**config.mk**
```make
export PLATFORM = sky130hd
export DESIGN_NAME = fml_irq_mask_latch
export DESIGN_NICKNAME = d
export VERILOG_FILES = /design/src/fml_pkg.sv /design/src/fml_sync2.sv /design/src/fml_irq_mask_latch.sv
export SDC_FILE = /design/constraint.sdc
export NUM_CORES = 1
export LEC_CHECK = 0
export ABC_AREA = 1
export BUFFER_PORTS_ARGS = -buffer_cell sky130_fd_sc_hd__buf_2
export CORE_UTILIZATION = 34
export DETAILED_ROUTE_END_ITERATION = 12
export PLACE_DENSITY = 0.59
export SLEW_MARGIN = 20
export SYNTH_ARGS = -nofsm -noshare
export SYNTH_HDL_FRONTEND = slang
export SYNTH_SLANG_ARGS = --single-unit
```
**constraint.sdc**
```tcl
create_clock -name clk -period 1.63 [get_ports clk]
set_clock_uncertainty 0.2 [all_clocks]
set_input_delay 0.0815 -clock clk [delete_from_list [all_inputs] [get_ports clk]]
set_output_delay 0.0815 -clock clk [all_outputs]
set_load 0.05 [all_outputs]
```
**src/fml_pkg.sv**
```systemverilog
// shared constants and carrier types for the fault interrupt mask and latch block
package fml_pkg;

  // register access widths
  localparam int FML_ADDR_W = 8;
  localparam int FML_DATA_W = 8;

  // register byte offsets on the control port
  localparam logic [7:0] FML_OFS_DEV_MASK = 8'h29;
  localparam logic [7:0] FML_OFS_CH_MASK = 8'h2a;
  localparam logic [7:0] FML_OFS_DIAG_MASK = 8'h2b;
  localparam logic [7:0] FML_OFS_LATCH = 8'h2c;

  // reset values
  localparam logic [7:0] FML_RST_DEV_MASK = 8'hff;
  localparam logic [7:0] FML_RST_CH_MASK = 8'h03;
  localparam logic [7:0] FML_RST_DIAG_MASK = 8'h00;
  localparam logic [3:0] FML_RST_LATCH = 4'h0;
  localparam logic [7:0] FML_RDATA_IDLE = 8'h00;
  localparam logic [3:0] FML_RESERVED_ZERO = 4'h0;
  // irq pin level while reset holds: inactive for the default active-low polarity
  localparam logic FML_IRQ_RST_LEVEL = 1'b1;

  // device event field: register bits 7..4, index 3..0 inside the field
  localparam int FML_EVT_N = 4;
  localparam int FML_EVT_LSB = 4;
  localparam int FML_EVT_MSB = 7;
  localparam int FML_EVT_ASI = 3;
  localparam int FML_EVT_PLL = 2;
  localparam int FML_EVT_OTEMP = 1;
  localparam int FML_EVT_OCURR = 0;

  // channel summary mask bits
  localparam int FML_BIT_CH1 = 7;
  localparam int FML_BIT_CH2 = 6;

  // diagnostic fault type bits, same layout in mask and channel latches
  localparam int FML_DIAG_OPEN = 7;
  localparam int FML_DIAG_PAIR = 6;
  localparam int FML_DIAG_GND_P = 5;
  localparam int FML_DIAG_GND_N = 4;
  localparam int FML_DIAG_BIAS_P = 3;
  localparam int FML_DIAG_BIAS_N = 2;
  localparam int FML_DIAG_BAT_P = 1;
  localparam int FML_DIAG_BAT_N = 0;

  // interrupt event mode that this block implements
  localparam logic [1:0] FML_EVENT_MODE_LEVEL = 2'h0;

  typedef struct packed {
    logic wr_en;
    logic rd_en;
    logic [FML_ADDR_W-1:0] addr;
    logic [FML_DATA_W-1:0] wdata;
  } fml_req_t;

  typedef struct packed {
    logic asi_clock_error;
    logic pll_lock;
    logic over_temp;
    logic over_current;
  } fml_dev_evt_t;

  typedef struct packed {
    logic [FML_DATA_W-1:0] ch1;
    logic [FML_DATA_W-1:0] ch2;
  } fml_ch_faults_t;

  typedef struct packed {
    logic irq_output_polarity;
    logic [1:0] event_mode;
    logic latched_readback_option;
    logic clear_on_read_option;
  } fml_cfg_t;

endpackage

```
**src/fml_sync2.sv**
```systemverilog
// two flip-flop level synchroniser for live event lines
`timescale 1ns/1ps
module fml_sync2 #(
  parameter int WIDTH = 4
) (
  input wire logic clk,
  input wire logic rstn,
  input wire logic [WIDTH-1:0] async_in,
  output logic [WIDTH-1:0] sync_out
);

  logic [WIDTH-1:0] meta_r;
  logic [WIDTH-1:0] sync_r;

  // first stage feeds only the second stage
  always_ff @(posedge clk) begin
    if (!rstn) begin
      meta_r <= '0;
      sync_r <= '0;
    end else begin
      meta_r <= async_in;
      sync_r <= meta_r;
    end
  end

  assign sync_out = sync_r;

endmodule

```
**src/fml_irq_mask_latch.sv**
```systemverilog
// interrupt masks, latched device events and interrupt pin drive
`timescale 1ns/1ps
module fml_irq_mask_latch
  import fml_pkg::*;
(
  input wire logic clk,
  input wire logic rstn,
  input wire fml_req_t req,
  input wire fml_dev_evt_t dev_evt_live,
  input wire fml_ch_faults_t ch_faults,
  input wire fml_cfg_t cfg,
  output logic [FML_DATA_W-1:0] rdata,
  output logic rdata_valid,
  output logic irq_out
);

  // address decode shared by write and clear paths; the read mux decodes with its own case
  function automatic logic reg_hit(input logic [FML_ADDR_W-1:0] addr,
                                   input logic [FML_ADDR_W-1:0] ofs);
    reg_hit = (addr == ofs);
  endfunction

  // one channel's fault summary after per-type masking
  function automatic logic chan_summary(input logic [FML_DATA_W-1:0] faults,
                                        input logic [FML_DATA_W-1:0] type_mask);
    chan_summary = |(faults & ~type_mask);
  endfunction

  logic [FML_EVT_N-1:0] live_sync;
  logic [FML_EVT_N-1:0] live_prev_r;
  logic [FML_EVT_N-1:0] latch_r;
  logic [FML_EVT_N-1:0] latch_nxt;
  logic [FML_EVT_N-1:0] evt_rise;
  logic [FML_EVT_N-1:0] evt_set;
  logic [FML_EVT_N-1:0] dev_unmasked;
  logic [FML_EVT_N-1:0] latch_view;
  logic [FML_DATA_W-1:0] dev_mask_r;
  logic [FML_DATA_W-1:0] ch_mask_r;
  logic [FML_DATA_W-1:0] diag_mask_r;
  logic [FML_DATA_W-1:0] rdata_r;
  logic [FML_DATA_W-1:0] rd_mux;
  logic rdata_valid_r;
  logic irq_active_r;
  logic irq_out_r;
  logic irq_any;
  logic ch1_hit;
  logic ch2_hit;
  logic rd_latch;

  // event lines come from analog and clock monitors, so they cross first
  fml_sync2 #(
    .WIDTH(FML_EVT_N)
  ) u_evt_sync (
    .clk(clk),
    .rstn(rstn),
    .async_in(dev_evt_live),
    .sync_out(live_sync)
  );

  // previous synchronised level for rising-edge detection
  always_ff @(posedge clk) begin
    if (!rstn) begin
      live_prev_r <= '0;
    end else begin
      live_prev_r <= live_sync;
    end
  end

  assign rd_latch = req.rd_en & reg_hit(req.addr, FML_OFS_LATCH);
  assign evt_rise = live_sync & ~live_prev_r;

  // option 0 keeps setting while live is high, so a read cannot clear it early
  assign evt_set = cfg.clear_on_read_option ? evt_rise : live_sync;

  // set wins over the read clear; mask plays no part here
  assign latch_nxt = (latch_r & ~{FML_EVT_N{rd_latch}}) | evt_set;

  // latched device events, self-clearing on read
  always_ff @(posedge clk) begin
    if (!rstn) begin
      latch_r <= FML_RST_LATCH;
    end else begin
      latch_r <= latch_nxt;
    end
  end

  // mask registers; reserved bits store whatever is written, host keeps them
  always_ff @(posedge clk) begin
    if (!rstn) begin
      dev_mask_r <= FML_RST_DEV_MASK;
      ch_mask_r <= FML_RST_CH_MASK;
      diag_mask_r <= FML_RST_DIAG_MASK;
    end else if (req.wr_en) begin
      if (reg_hit(req.addr, FML_OFS_DEV_MASK)) begin
        dev_mask_r <= req.wdata;
      end
      if (reg_hit(req.addr, FML_OFS_CH_MASK)) begin
        ch_mask_r <= req.wdata;
      end
      if (reg_hit(req.addr, FML_OFS_DIAG_MASK)) begin
        diag_mask_r <= req.wdata;
      end
    end
  end

  // device events that survive their mask bit
  assign dev_unmasked = latch_r & ~dev_mask_r[FML_EVT_MSB:FML_EVT_LSB];

  // per-type masks apply to both channels alike
  assign ch1_hit = chan_summary(ch_faults.ch1, diag_mask_r) & ~ch_mask_r[FML_BIT_CH1];
  assign ch2_hit = chan_summary(ch_faults.ch2, diag_mask_r) & ~ch_mask_r[FML_BIT_CH2];

  // pulse modes need pin timing held elsewhere; all modes act as level here
  assign irq_any = (|dev_unmasked) | ch1_hit | ch2_hit;

  // readback view of the latch, optionally hiding masked events
  assign latch_view = cfg.latched_readback_option ? dev_unmasked : latch_r;

  // read data selection; unmapped offsets read zero
  always_comb begin
    rd_mux = FML_RDATA_IDLE;
    case (req.addr)
      FML_OFS_DEV_MASK: begin
        rd_mux = dev_mask_r;
      end
      FML_OFS_CH_MASK: begin
        rd_mux = ch_mask_r;
      end
      FML_OFS_DIAG_MASK: begin
        rd_mux = diag_mask_r;
      end
      FML_OFS_LATCH: begin
        rd_mux = {latch_view, FML_RESERVED_ZERO};
      end
      default: begin
        rd_mux = FML_RDATA_IDLE;
      end
    endcase
  end

  // read data register, one cycle after the strobe, held until the next read
  always_ff @(posedge clk) begin
    if (!rstn) begin
      rdata_r <= FML_RDATA_IDLE;
      rdata_valid_r <= 1'b0;
    end else begin
      rdata_valid_r <= req.rd_en;
      if (req.rd_en) begin
        rdata_r <= rd_mux;
      end
    end
  end

  // irq pin registered so the pin never glitches on mask writes
  always_ff @(posedge clk) begin
    if (!rstn) begin
      irq_active_r <= 1'b0;
      irq_out_r <= FML_IRQ_RST_LEVEL;
    end else begin
      irq_active_r <= irq_any;
      irq_out_r <= cfg.irq_output_polarity ? irq_any : ~irq_any;
    end
  end

  assign rdata = rdata_r;
  assign rdata_valid = rdata_valid_r;
  assign irq_out = irq_out_r;
endmodule

```
==> results.ini <==
[detailed_routing]
wl_mm=5.261
post_drt_wl_per_cell_um=11.49
dr.pass1.iters=4
vias=2136
routed_via_density=4.664
ant_nets=0
drcViolationCount=0
drt_iter0_markers=143

[worst_setup_path]
crit_slowest_cell=dlygate4sd3_1
startpoint_type=input pin
crit_type=in2reg
r2r_start=diag_mask_r[7]$_SDFFE_PN0P_
r2r-end=irq_out$_SDFF_PN1_
crit_path_cell_trace=dlygate4sd3_1 > buf_2 > clkinv_1 > nor2_2 > o21ai_0
r2r_slack_ps=320
crit_arrival_ps=1450
crit_fanout=10
end_kind=flip-flop
required_ps=1620
rr_worst_depth=9
slowest_delay_ps=520

[floorplanning]
die_area_um2=7002
die_h_um=83.68
ios=55
start_util_pct=35.52
fp-row-count=29
die_w_um=83.68
core_area_um2=6386

[synth]
synthSimpleGateAreaFrac_pct=32.82
synthAdderAreaFrac_pct=0
syn_inst=314
synth_xor_area_share_pct=0
seq_area_frac_synth_pct=44.13
synthMuxAreaShare_pct=0
synth_cell_types=27
ys_ff_latch=50
synth_area_per_cell_um2=7.224
synth_top_family_by_area=simple AND/OR/NAND/NOR gates
synthesis.area_um2=2268
synth-warning-count=0
synth_nets=359
synth_compound_area_share_pct=12.69

[place]
gp_congestion=0.8177
dp_hpwl_mm=3.841
placed_area_um2=2576
post-place-cells=435
io_buffers=52

[finish]
drive_gt1_share_pct=21.00
final_area_um2=2869
nets=425
antennaDiodeCount=0
syn_to_final_growth_pct=26.48
instances_no_fill=458

[power]
sw_frac_of_total_pct=20.93
ir_drop_mv=0.4229
pwr_density_cell_nw_per_um2=878.6
combPwrFrac_pct=8.8
clock_power_share_pct=41.6
internal_power_mw=1.993
p_seq_share_pct=49.6
p_switching_mw=0.5275
p_leak_nw=1.398

[sta]
worst_pin_slew_ps=492.8
rsz0062_at_grt=no
setup_violations=0
fmax_ghz=0.6844
slew_headroom_pct=67.11
fin_crit_sh_pct=89.64
whs_ps=0.3665
hold_viol=0
maxSlewViolCount=0
final.setup.tns_ps=0
timing.final.crit_period_ps=1461

[clock_network]
clk_pin_slew_worst_paths_ps=90
cts_tree=done
cts_buffer_depth=2
clock_sinks=50
htreeDepth=2
cts_root_buf=clkbuf_8
insertion_delay_ps=300
cts_buffers=5
postCtsSetupRepairBufs=0

[global_routing]
grt_pass1_wl_mm=9.287
grt_max_degree=37
antenna_found_initial=0
grt_usage_pct=16.43
grt_overflow_total=0
grt_pass1_vias=2004

[outcome]
outcome=completed

[min_path]
min-delay-start=req[17]
hold_end=dev_mask_r[3]$_SDFFE_PN1P_
hold_depth=4
hold_path_class=in2reg

[run]
cap_violations=0

-- layout by cell type (no fill, tap or decap), types with 3 or more instances in the layout --
master and instances:
nor2_4 3, nand3_1 35, o21ai_1 5, o21ai_0 19
a21oi_1 24, clkbuf_8 6, nand3_2 4, nand2_2 3
buf_2 52, nor2_1 8, inv_1 38, dlygate4sd3_1 15
dfxtp_1 50, nand2_1 101
-- stage by stage --
stage / worst slack (ps) / power [mW] / util, %
finish: 168.9 / 2.521 / 44.93
global route: 19.57 / 2.629 / 44.93
CTS: 149.7 / 2.550 / 44.93
detailed placement: 158.9 / 1.473 / 40.34
global placement: 189.6 / 1.470 / 40.34
floorplan: 411.7 / 1.389 / -
-- Yosys cell counts --
cell type	count	area, um^2
nand2_1	101	379.1
a21oi_2	2	17.52
nor2_1	8	30.03
buf_8	1	15.01
buf_6	1	11.26
o21ai_0	19	95.09
buf_2	3	15.01
dfxtp_1	50	1001
clkinv_2	1	5.000
nor2_4	3	33.78
inv_1	38	142.6
clkinv_1	1	3.750
buf_12	1	20.02
a21oi_1	24	120.1
nor2_2	1	6.260
o21ai_1	5	25.02
o31ai_1	2	15.01
nand4_1	1	6.260
clkbuf_1	3	11.26
nand3_2	4	40.04
nand3_4	2	35.03
nand2_2	3	18.77
nor2_8	1	20.02
nand3_1	35	175.2
buf_4	1	7.510
buf_1	1	3.750
a21boi_0	2	15.01
-- cell type report --
class / instances / area, um^2
clock inverter: 2 / 60.06
tap: 77 / 96.34
inverter: 40 / 151.4
sequential: 50 / 1001
multi-input combinational: 213 / 1032
timing repair buffer: 70 / 445.4
clock buffer: 6 / 82.58
fill: 698 / 3517
-- critical path: cells and delay by family --
family	cells	cell delay [ps]
AOI/OAI and AO/OA	1	110
buffers and inverters	3	980
and+or+nand+nor	1	270
-- repair_timing --
action,CTS,global route
endpoints found under the hold margin,42,0
hold buffers,15,0
resized for setup,0,0
-- sequential cells by signal (all words and copies together), names as in the netlist --
name / flops
ch_mask_r: 8
dev_mask_r: 8
diag_mask_r: 8
rdata: 8
latch_r: 4
live_prev_r: 4
u_evt_sync.meta_r: 4
u_evt_sync.sync_out: 4
irq_out: 1
rdata_valid: 1
-- metal layers --
layer / up-vias / wire length (um) / GRT usage, %
li1: 1127 / - / -
met4: 0 / 74 / 5.085
met5: - / 0 / 0
met1: 942 / 2617 / 22.96
met3: 6 / 294 / 2.967
met2: 61 / 2274 / 25.72
-- logic make-up (layout without fill, tap and decap cells) --
| logic type | Yosys count | in the layout |
|---|---|---|
| AND/OR/NAND/NOR | 159 | 159 |
| AO/OA/AOI/OAI | 54 | 54 |
| buffers and inverters | 51 | 118 |
| flip-flops | 50 | 50 |
-- power groups by stage --
stage	Clock, mW	Combinational (mW)	Sequential [mW]
CTS	1.08	0.223	1.25
floorplan	0	0.102	1.29
global placement	0	0.192	1.28
global route	1.12	0.252	1.25
finish	1.05	0.222	1.25
detailed placement	0	0.195	1.28
-- worst max-delay path by stage --
stage / slack [ps] / startpoint / to
final: 170 / req[16] / latch_r[0]$_SDFF_PN0_
after global routing: 20 / req[16] / latch_r[0]$_SDFF_PN0_
after CTS: 150 / req[16] / latch_r[0]$_SDFF_PN0_
after detailed placement: 160 / req[10] / ch_mask_r[5]$_SDFFE_PN0P_
after global placement: 190 / req[10] / dev_mask_r[4]$_SDFFE_PN1P_
after floorplan: 410 / req[12] / ch_mask_r[3]$_SDFFE_PN0P_
Note: power is estimated with default switching activity, not from simulation.
